**src/hw/ufh_pkg.sv**
```systemverilog
// Package for the byte-wide FIFO port: constants and carrier structs
package ufh_pkg;
	localparam int unsigned CLK_HZ = 40000000;
	localparam int unsigned MS_PER_S = 1000;
	localparam int unsigned TICK_MS_CYC = CLK_HZ / MS_PER_S;
	localparam int unsigned RX_DEPTH = 128;
	localparam int unsigned TX_DEPTH = 384;
	localparam int unsigned RX_AW = 7;
	localparam int unsigned TX_AW = 9;
	localparam int unsigned TX_CW = 10;
	localparam int unsigned RX_CW = 8;
	// Register byte addresses
	localparam logic [7:0] A_CTRL = 8'h00;
	localparam logic [7:0] A_STAT = 8'h04;
	localparam logic [7:0] A_TOUT = 8'h08;
	localparam logic [7:0] A_BBDIV = 8'h0C;
	localparam logic [7:0] A_BAUD = 8'h10;
	localparam logic [7:0] A_RXPUSH = 8'h14;
	localparam logic [7:0] A_TXPOP = 8'h18;
	localparam logic [7:0] A_BBDIR = 8'h1C;
	// Control register fields
	localparam int unsigned C_SUSP = 0;
	localparam int unsigned C_RWEN = 1;
	localparam int unsigned C_PDEN = 2;
	localparam int unsigned C_ISO = 3;
	localparam int unsigned C_BB = 4;
	localparam int unsigned C_INREQ = 5;
	localparam logic [7:0] TOUT_RST = 8'h10;
	localparam logic [15:0] BBDIV_RST = 16'h0001;
	localparam logic [1:0] HTRANS_NONSEQ = 2'h2;
	typedef struct packed {
		logic [7:0] dout;
		logic [7:0] doe_n;
		logic [7:0] pull_dn;
	} ufh_bus_type;
endpackage

```
**src/hw/ufh_port.sv**
```systemverilog
// Parallel FIFO port of the USB bridge with AHB-Lite control registers
//
// Contract
// - Writer writes only while transmit_not_ready_n is low; it rises after each write and stays high while full or storing.
// - receive_empty_n is low whenever a received byte waits and the read strobe is high, outside bit-bang mode.
// - Reader reads one byte per low receive_empty_n; it rises after each read and falls only with another byte.
// - Receive buffer holds 128 bytes and transmit buffer 384 bytes.
// - In suspend with remote wakeup enabled, a low strobe on send_now_wake_n requests resume.
// - Outside suspend a low strobe on send_now_wake_n sends buffered data at the next IN request, short or not.
// - Flush timeout is programmable 1 to 255 ms in 1 ms steps, default 16 ms.
// - power_on_n is high while suspended.
// - With the option set, FIFO lines are weakly pulled low while power_on_n is high.
// - Bit-bang mode turns the data lines into an 8-bit output port, driven bit by bit as bbdir_r enables, and FIFO mode can return.
// - In bit-bang mode received bytes are put out one by one, paced by a prescaled timer.
// - Baud rate commands have no effect.
// - An option bit selects isochronous instead of bulk transfers.
// - Data is driven while the read strobe is low; the next byte is fetched at its rising edge.
// - The data byte is stored at the falling edge of the write strobe.
// - The port logic runs on one internal reference clock.
`timescale 1ns/1ps
module ufh_port (
	input wire logic i_clk_sys,
	input wire logic i_nrst,
	input wire logic i_hsel,
	input wire logic [31:0] i_haddr,
	input wire logic [1:0] i_htrans,
	input wire logic i_hwrite,
	input wire logic [2:0] i_hsize,
	input wire logic [31:0] i_hwdata,
	input wire logic i_hready,
	output logic [31:0] o_hrdata,
	output logic o_hreadyout,
	output logic o_hresp,
	input wire logic [7:0] i_data,
	input wire logic i_rd_n,
	input wire logic i_wr,
	input wire logic i_send_now_wake_n,
	output ufh_pkg::ufh_bus_type o_bus,
	output logic o_transmit_not_ready_n,
	output logic o_receive_empty_n,
	output logic o_power_on_n,
	output logic o_resume_req,
	output logic o_send_now,
	output logic o_flush,
	output logic o_iso_mode
);
	// Pin synchronisers: stage one feeds stage two only
	logic [7:0] d_s1_r, d_s2_r;
	logic [2:0] c_s1_r, c_s2_r, c_prev_r;
	always_ff @(posedge i_clk_sys or negedge i_nrst) begin
		if (!i_nrst) begin
			d_s1_r <= 8'h00;
			d_s2_r <= 8'h00;
			c_s1_r <= 3'h5;
			c_s2_r <= 3'h5;
			c_prev_r <= 3'h5;
		end else begin
			d_s1_r <= i_data;
			d_s2_r <= d_s1_r;
			c_s1_r <= {i_send_now_wake_n, i_wr, i_rd_n};
			c_s2_r <= c_s1_r;
			c_prev_r <= c_s2_r;
		end
	end
	logic rd_low, rd_rise, wr_fall, snw_fall;
	assign rd_low = !c_s2_r[0];
	assign rd_rise = c_s2_r[0] && !c_prev_r[0];
	assign wr_fall = !c_s2_r[1] && c_prev_r[1];
	assign snw_fall = !c_s2_r[2] && c_prev_r[2];

	// Registers
	logic [7:0] ctrl_r, tout_r, bbdir_r, baud_r;
	logic [15:0] bbdiv_r;
	logic ph_wr_r, ph_rd_r;
	logic [7:0] ph_addr_r;
	logic addr_ok;
	assign addr_ok = i_hsel && i_hready && i_htrans == ufh_pkg::HTRANS_NONSEQ;

	// Address phase capture; slave is always ready, response OKAY
	always_ff @(posedge i_clk_sys or negedge i_nrst) begin
		if (!i_nrst) begin
			ph_wr_r <= 1'b0;
			ph_rd_r <= 1'b0;
			ph_addr_r <= 8'h00;
		end else begin
			ph_wr_r <= addr_ok && i_hwrite;
			ph_rd_r <= addr_ok && !i_hwrite;
			ph_addr_r <= i_haddr[7:0];
		end
	end
	assign o_hreadyout = 1'b1;
	assign o_hresp = 1'b0;

	logic w_ctrl, w_tout, w_bbdiv, w_baud, w_rxpush, w_txpop, w_bbdir;
	assign w_ctrl = ph_wr_r && ph_addr_r == ufh_pkg::A_CTRL;
	assign w_tout = ph_wr_r && ph_addr_r == ufh_pkg::A_TOUT;
	assign w_bbdiv = ph_wr_r && ph_addr_r == ufh_pkg::A_BBDIV;
	assign w_baud = ph_wr_r && ph_addr_r == ufh_pkg::A_BAUD;
	assign w_rxpush = ph_wr_r && ph_addr_r == ufh_pkg::A_RXPUSH;
	assign w_txpop = ph_rd_r && ph_addr_r == ufh_pkg::A_TXPOP;
	assign w_bbdir = ph_wr_r && ph_addr_r == ufh_pkg::A_BBDIR;

	// Host-command registers; a zero timeout write is ignored, keeping the old value
	always_ff @(posedge i_clk_sys or negedge i_nrst) begin
		if (!i_nrst) begin
			ctrl_r <= 8'h00;
			tout_r <= ufh_pkg::TOUT_RST;
			bbdiv_r <= ufh_pkg::BBDIV_RST;
			bbdir_r <= 8'h00;
			baud_r <= 8'h00;
		end else begin
			if (w_ctrl) ctrl_r <= i_hwdata[7:0];
			if (w_tout && i_hwdata[7:0] != 8'h00) begin
				tout_r <= i_hwdata[7:0];
			end
			if (w_bbdiv) bbdiv_r <= i_hwdata[15:0];
			if (w_bbdir) bbdir_r <= i_hwdata[7:0];
			// Stored for readback only, steers nothing
			if (w_baud) baud_r <= i_hwdata[7:0];
		end
	end
	logic susp, bb_mode;
	assign susp = ctrl_r[ufh_pkg::C_SUSP];
	assign bb_mode = ctrl_r[ufh_pkg::C_BB];

	// Buffers: receive 128, transmit 384
	logic [7:0] rx_q, tx_q;
	logic [ufh_pkg::RX_CW-1:0] rx_cnt;
	logic [ufh_pkg::TX_CW-1:0] tx_cnt;
	logic rx_pop, tx_push, tx_pop, bb_pop;
	ufh_fifo #(.DEPTH(ufh_pkg::RX_DEPTH), .AW(ufh_pkg::RX_AW),
		.CW(ufh_pkg::RX_CW)) u_rx (
		.i_clk_sys(i_clk_sys),
		.i_nrst(i_nrst),
		.i_push(w_rxpush),
		.i_data(i_hwdata[7:0]),
		.i_pop(rx_pop),
		.o_data(rx_q),
		.o_count(rx_cnt)
	);
	ufh_fifo #(.DEPTH(ufh_pkg::TX_DEPTH), .AW(ufh_pkg::TX_AW),
		.CW(ufh_pkg::TX_CW)) u_tx (
		.i_clk_sys(i_clk_sys),
		.i_nrst(i_nrst),
		.i_push(tx_push),
		.i_data(d_s2_r),
		.i_pop(tx_pop),
		.o_data(tx_q),
		.o_count(tx_cnt)
	);
	localparam logic [ufh_pkg::TX_CW-1:0] TX_FULL =
		ufh_pkg::TX_CW'(ufh_pkg::TX_DEPTH);
	assign tx_pop = w_txpop;

	// Write strobe falling edge stores the byte
	assign tx_push = wr_fall && !bb_mode && !o_transmit_not_ready_n;
	// Rising edge of read strobe consumes the shown byte
	assign rx_pop = (rd_rise && !bb_mode && !o_receive_empty_n) || bb_pop;

	// Transmit ready flag: high after each write, while full or in bit-bang
	always_ff @(posedge i_clk_sys or negedge i_nrst) begin
		if (!i_nrst) begin
			o_transmit_not_ready_n <= 1'b1;
		end else begin
			// Full means every one of the 384 places is taken
			o_transmit_not_ready_n <= tx_push || bb_mode ||
				tx_cnt == TX_FULL;
		end
	end

	// Receive flag rises on each read, falls only while data waits and
	// the strobe is back high, so one low phase means exactly one byte
	always_ff @(posedge i_clk_sys or negedge i_nrst) begin
		if (!i_nrst) begin
			o_receive_empty_n <= 1'b1;
		end else if (rx_pop || bb_mode) begin
			o_receive_empty_n <= 1'b1;
		end else if (rx_cnt != '0 && !rd_low) begin
			o_receive_empty_n <= 1'b0;
		end
	end

	// Bit-bang pacing timer
	logic [15:0] bb_cnt_r;
	logic bb_tick;
	assign bb_tick = bb_cnt_r == 16'h0000;
	always_ff @(posedge i_clk_sys or negedge i_nrst) begin
		if (!i_nrst) begin
			bb_cnt_r <= 16'h0000;
		end else if (!bb_mode || bb_tick) begin
			bb_cnt_r <= bbdiv_r;
		end else begin
			bb_cnt_r <= bb_cnt_r - 16'h0001;
		end
	end
	assign bb_pop = bb_mode && bb_tick && rx_cnt != '0;

	// Data bus drive and weak pull-down
	logic [7:0] bb_out_r;
	always_ff @(posedge i_clk_sys or negedge i_nrst) begin
		if (!i_nrst) begin
			bb_out_r <= 8'h00;
			o_bus <= '{dout: 8'h00, doe_n: 8'hFF, pull_dn: 8'h00};
		end else begin
			if (bb_pop) bb_out_r <= rx_q;
			if (bb_mode) begin
				o_bus.dout <= bb_pop ? rx_q : bb_out_r;
				o_bus.doe_n <= ~bbdir_r;
			end else begin
				o_bus.dout <= rx_q;
				// Released on the third clock edge after the pin rises, slight overlap ok
				o_bus.doe_n <= {8{!(rd_low && !o_receive_empty_n)}};
			end
			o_bus.pull_dn <= {8{ctrl_r[ufh_pkg::C_PDEN] && susp}};
		end
	end

	// Suspend power, wakeup and send-now
	always_ff @(posedge i_clk_sys or negedge i_nrst) begin
		if (!i_nrst) begin
			o_power_on_n <= 1'b1;
			o_resume_req <= 1'b0;
			o_send_now <= 1'b0;
			o_iso_mode <= 1'b0;
		end else begin
			o_power_on_n <= susp;
			o_iso_mode <= ctrl_r[ufh_pkg::C_ISO];
			o_resume_req <= snw_fall && susp &&
				ctrl_r[ufh_pkg::C_RWEN];
			// Set wins over the clear by the IN request
			if (snw_fall && !susp) begin
				o_send_now <= 1'b1;
			end else if (ctrl_r[ufh_pkg::C_INREQ] || tx_cnt == '0) begin
				o_send_now <= 1'b0;
			end
		end
	end

	// Flush timer: 1 ms tick, restarts whenever a byte is written
	logic [15:0] ms_cnt_r;
	logic [7:0] tmo_r;
	always_ff @(posedge i_clk_sys or negedge i_nrst) begin
		if (!i_nrst) begin
			ms_cnt_r <= 16'h0000;
			tmo_r <= 8'h00;
			o_flush <= 1'b0;
		end else begin
			o_flush <= 1'b0;
			if (tx_push || tx_cnt == '0) begin
				ms_cnt_r <= 16'h0000;
				tmo_r <= 8'h00;
			end else if (ms_cnt_r ==
				16'(ufh_pkg::TICK_MS_CYC - 1)) begin
				ms_cnt_r <= 16'h0000;
				if (tmo_r + 8'h01 == tout_r) begin
					tmo_r <= 8'h00;
					o_flush <= 1'b1;
				end else begin
					tmo_r <= tmo_r + 8'h01;
				end
			end else begin
				ms_cnt_r <= ms_cnt_r + 16'h0001;
			end
		end
	end

	// Read data, registered
	always_ff @(posedge i_clk_sys or negedge i_nrst) begin
		if (!i_nrst) begin
			o_hrdata <= 32'h0000_0000;
		end else if (addr_ok && !i_hwrite) begin
			unique case (i_haddr[7:0])
				ufh_pkg::A_CTRL: o_hrdata <= {24'h0, ctrl_r};
				ufh_pkg::A_STAT: o_hrdata <= {6'h0, tx_cnt, 8'h0, rx_cnt};
				ufh_pkg::A_TOUT: o_hrdata <= {24'h0, tout_r};
				ufh_pkg::A_BBDIV: o_hrdata <= {16'h0, bbdiv_r};
				ufh_pkg::A_BAUD: o_hrdata <= {24'h0, baud_r};
				ufh_pkg::A_TXPOP: o_hrdata <= {23'h0, tx_cnt != '0, tx_q};
				ufh_pkg::A_BBDIR: o_hrdata <= {24'h0, bbdir_r};
				default: o_hrdata <= 32'h0000_0000;
			endcase
		end
	end
	// The 40 MHz clock stands in for the internal reference clock
endmodule // ufh_port

```
**src/hw/ufh_fifo.sv**
```systemverilog
// Synchronous byte FIFO with honest counts
`timescale 1ns/1ps
module ufh_fifo #(
	parameter int unsigned DEPTH = 4,
	parameter int unsigned AW = 2,
	parameter int unsigned CW = 3
) (
	input wire logic i_clk_sys,
	input wire logic i_nrst,
	input wire logic i_push,
	input wire logic [7:0] i_data,
	input wire logic i_pop,
	output logic [7:0] o_data,
	output logic [CW-1:0] o_count
);
	localparam logic [AW-1:0] LAST = AW'(DEPTH - 1);
	localparam logic [CW-1:0] FULLC = CW'(DEPTH);
	logic [7:0] mem [DEPTH];
	logic [AW-1:0] wp_r;
	logic [AW-1:0] rp_r;
	logic do_push;
	logic do_pop;
	assign do_push = i_push && (o_count != FULLC);
	assign do_pop = i_pop && (o_count != '0);
	assign o_data = mem[rp_r];
	// Storage has no reset, only pointers and count do
	always_ff @(posedge i_clk_sys) begin
		if (do_push) begin
			mem[wp_r] <= i_data;
		end
	end
	always_ff @(posedge i_clk_sys or negedge i_nrst) begin
		if (!i_nrst) begin
			wp_r <= '0;
			rp_r <= '0;
			o_count <= '0;
		end else begin
			if (do_push) begin
				wp_r <= (wp_r == LAST) ? '0 : wp_r + 1'b1;
			end
			if (do_pop) begin
				rp_r <= (rp_r == LAST) ? '0 : rp_r + 1'b1;
			end
			o_count <= o_count + CW'(do_push) - CW'(do_pop);
		end
	end
endmodule // ufh_fifo

```
**config.mk**
```make
export PLATFORM = sky130hd
export DESIGN_NAME = ufh_port
export DESIGN_NICKNAME = d
export VERILOG_FILES = /design/src/hw/ufh_pkg.sv /design/src/hw/ufh_port.sv /design/src/hw/ufh_fifo.sv
export SDC_FILE = /design/constraint.sdc
export NUM_CORES = 2
export LEC_CHECK = 0
export BUFFER_PORTS_ARGS = -buffer_cell sky130_fd_sc_hd__clkbuf_2
export CAP_MARGIN = 20
export CORE_MARGIN = 2
export CORE_UTILIZATION = 35
export CTS_CLUSTER_SIZE = 20
export DETAILED_ROUTE_END_ITERATION = 10
export RECOVER_POWER = 25
export SLEW_MARGIN = 20
export SYNTH_ARGS = -nofsm -noshare
export SYNTH_HDL_FRONTEND = slang
export SYNTH_SLANG_ARGS = --single-unit
```
**constraint.sdc**
```tcl
create_clock -name i_clk_sys -period 7.2 [get_ports i_clk_sys]
set_input_delay 1.44 -clock i_clk_sys [delete_from_list [all_inputs] [get_ports i_clk_sys]]
set_output_delay 1.44 -clock i_clk_sys [all_outputs]
set_load 0.05 [all_outputs]
```
==> reports/results.tsv <==
stage	metric	value	unit
outcome	status	complete, but fails checks	
outcome	failing checks	max-capacitance violations, max-slew violations	
final_layout	most frequent cells in the layout	edfxtp_1 (4096), mux4_2 (1142), nor2_1 (619)	
final_layout	multi-input logic area	37400	um^2
clock_network	TritonCTS Buffers	419	
routing	Routed Antenna Nets	0	
clock_network	H-tree levels	5	
sta	final hold violation count	0	
power_and_ir_drop	Reg power frac	50.7	%
logic_synthesis	Netlist cell types	76	
hold_path	Hold Crit Class	reg -> reg	
logic_synthesis	Gate Count Post-Synth	7905	
final_layout	register area	129000	um^2
floorplanning	Die W	698	um
power_and_ir_drop	PwrDens	290	nW/um^2
logic_synthesis	post-synthesis sequential area ratio	76.5	%
global_routing	first-pass GRT wire length	615	mm
power_and_ir_drop	Leak	57.8	nW
power_and_ir_drop	largest vdd supply drop	0.339	mV
setup_path	crit-path max cell delay	3160	ps
global_routing	vias in the first global route	83200	
place	Routability Congestion	0.880	
setup_path	CP delay by family, top	buffers and inverters	
logic_synthesis	Yosys reg bits	4327	
sta	Least-Margin Pin Slew	4790	ps
sta	RSZ-0062 raised after global routing	no	
sta	Rel. slew slack	-220	%
place	placed wire-length estimate	265	mm
global_routing	grt total ovfl	0	
routing	Post-route DRC	0	
setup_path	crit path DAT	5910	ps
floorplanning	starting density of the core	35.2	%
floorplanning	number of cell rows	254	
global_routing	largest net degree at the start of global routing	235	
clock_network	CTS resizes	0	
logic_synthesis	Post-synth top flop	edfxtp_1	
hold_path	hold path start	d_s1_r[0]	
logic_synthesis	Synth top area share	73.0	%
sta	min Tclk post-route	5750	ps
job	Max-cap violations	29	
sta	Fmax	174	MHz
place	Place WS	2050	ps
setup_path	CP max-delay cell	clkdlybuf4s25_1	
final_layout	Layout fillers	41900	
clock_network	clk buf depth	4	
final_layout	share of cells above drive strength 1	25.4	%
power_and_ir_drop	Cell Int Power	42.5	mW
logic_synthesis	Yosys warning count	0	
clock_network	hold buffer count at CTS	0	
setup_path	Worst Setup End Kind	register	
place	Port Buf Inserts	98	
logic_synthesis	Post-synth EDFFs	4096	
setup_path	Critical R2R Launch	d_s2_r[1]	
routing	drt pass-1 iters	8	
logic_synthesis	ranking of synthesized cells by area	edfxtp_1 (73%), mux4_2 (15%), dfrtp_1 (3.1%), nor2_1 (1.4%), mux2i_1 (0.80%)	
clock_network	CTS clk-pin slew, worst paths	60	ps
floorplanning	core area	479000	um^2
clock_network	clk sink count	4327	
final_layout	fin nets	8264	
power_and_ir_drop	P_sw	12.8	mW
routing	DRT Wirelength	434	mm
logic_synthesis	Post-Syn Area	168000	um^2
final_layout	area grow syn2layout	13.1	%
final_layout	commonest non-fill, non-tap cell in the layout	edfxtp_1	
setup_path	Crit Path Max Fanout	97	
sta	worst setup margin	1450	ps
setup_path	worst path buffer plus inverter count	2	
floorplanning	Die Area	487000	um^2
routing	Vias per Instance	5.50	
setup_path	worst endpoint required time	7360	ps
sta	Worst Skew	100	ps
routing	Routed WL per cell	29.1	um
global_routing	GRT Overall Usage	17.3	%
sta	TNS Setup	0	ps
logic_synthesis	area leader, netlist	edfxtp_1	
global_routing	initial antenna violation count	19	
setup_path	worst path cell trace	clkbuf_1 > clkdlybuf4s25_1	
clock_network	clock insertion delay at the later pin of the skew report	1020	ps
power_and_ir_drop	Combinational Power Share	9.3	%
setup_path	crit path launch	i_hwdata[0]	
routing	Initial DRC Count	9893	
sta	period utilization	79.8	%
routing	DR vias	82000	
clock_network	CTS tree	done	
logic_synthesis	Post-synth ARST share	5.34	%
setup_path	CP startpoint kind	input port	
logic_synthesis	Synth Area per Inst	21.3	um^2
clock_network	Root Buffer	clkbuf_16	
sta	final setup vio count	0	
setup_path	CP Class	in -> reg	
power_and_ir_drop	clock share of power	39.9	%
floorplanning	IO Count	150	
clock_network	setup bufs post-CTS	0	
power_and_ir_drop	switch share	23.2	%
floorplanning	die height	698	um
sta	Final Max Tran Viols	2069	
-- cells in the mapped netlist (5+ instances only) --
master / instances
mux2i_1: 134
a211oi_1: 15
buf_4: 78
nor2_1: 622
nand2_1: 212
o21ai_0: 60
xor2_1: 23
mux2_2: 83
mux4_2: 1142
nand3_1: 65
nand3b_1: 7
a31oi_1: 10
nand2b_1: 16
and3_1: 22
buf_1: 34
o211ai_1: 10
dfrtp_1: 212
nor2b_1: 28
o22ai_1: 50
a21o_1: 7
clkbuf_1: 227
o31ai_1: 7
inv_1: 59
o221ai_1: 12
a22oi_1: 83
nor3_1: 52
edfxtp_1: 4096
buf_2: 114
and2_1: 10
ha_1: 38
a32oi_1: 9
nand4_1: 15
dfstp_2: 19
nor3b_1: 5
nor4_1: 17
xnor2_1: 48
a2111oi_0: 7
buf_6: 6
a22o_1: 47
or3_1: 8
o41ai_1: 7
a21oi_1: 92
a221oi_1: 32
-- logic make-up (layout without fill, tap and decap cells) --
logic type      Yosys count  count (layout)  share of synthesized area (%)
buf+inv                 520            1104                           1.44
other cells               2              14                        0.00446
simple gates           1106            1106                           2.82
compound gates          480             480                           1.98
fa+ha+maj                40              40                          0.306
mux                    1359            1359                           16.6
xor+xnor                 71              71                          0.369
flops                  4327            4327                           76.5
-- power groups by stage --
stage / combinational (mW) / clock, mW / sequential (mW)
global placement: 5.13 / 0 / 28.6
finish: 5.16 / 22.1 / 28.1
global route: 5.51 / 23.4 / 28.1
detailed placement: 5.23 / 0 / 28.6
CTS: 5.24 / 22.4 / 28.0
floorplan: 3.37 / 0 / 28.7
-- registers in the layout (all words and copies together), names as in the netlist, 9 cells and up --
signal / flops
bb_cnt_r: 16
bbdiv_r: 16
ms_cnt_r: 16
o_bus: 17
o_hrdata: 26
u_rx.mem: 1024
u_tx.mem: 3072
u_tx.o_count: 10
u_tx.rp_r: 9
u_tx.wp_r: 9
-- final cells by class --
class                      instances  area share [%]
tap                             6400            4.20
antenna                            6         0.00788
multi-input combinational       3064            19.6
clock buffer                     509            5.81
timing repair buffer             266            1.12
inverter                          61           0.124
sequential                      4327            67.6
clock inverter                   268            1.46
-- path summary, 6_finish.rpt --
kind | to | slack, ps | depth (start not counted)
worst max register to register | u_tx.mem[263][1] | 1500 | 1
max in group asynchronous | u_tx.rp_r[3] | 2370 | 2
worst min register to register | d_s2_r[0] | 340 | 0
worst min-delay path | d_s2_r[0] | 340 | 0
min in group asynchronous | u_rx.rp_r[5] | 490 | 1
worst max-delay path | u_rx.mem[23][0] | 1450 | 2
-- per-layer routing --
| metal | vias to the layer above | GRT usage [%] | share of wire [%] |
|---|---|---|---|
| met3 | 751 | 4.10 | 9.0 |
| met5 | - | 0 | 0.012 |
| met1 | 44200 | 23.2 | 40 |
| met4 | 8 | 5.83 | 3.6 |
| met2 | 3727 | 27.8 | 48 |
| li1 | 33300 | - | - |
-- per-stage QoR --
step           area [um^2]  power, mW  utilization [%]  cells  hold WS (ps)
2_1_floorplan       168000       32.1                -   7911           331
3_3_place_gp        177000       33.7             36.9  14100           333
3_5_place_dp        177000       33.8             36.9  14100           336
4_1_cts             191000       55.7             39.8  14900           345
5_1_grt             190000       56.9             39.8  14900           351
6_report            190000       55.3             39.8  14900           344
Power figures use the tool's default switching activity.
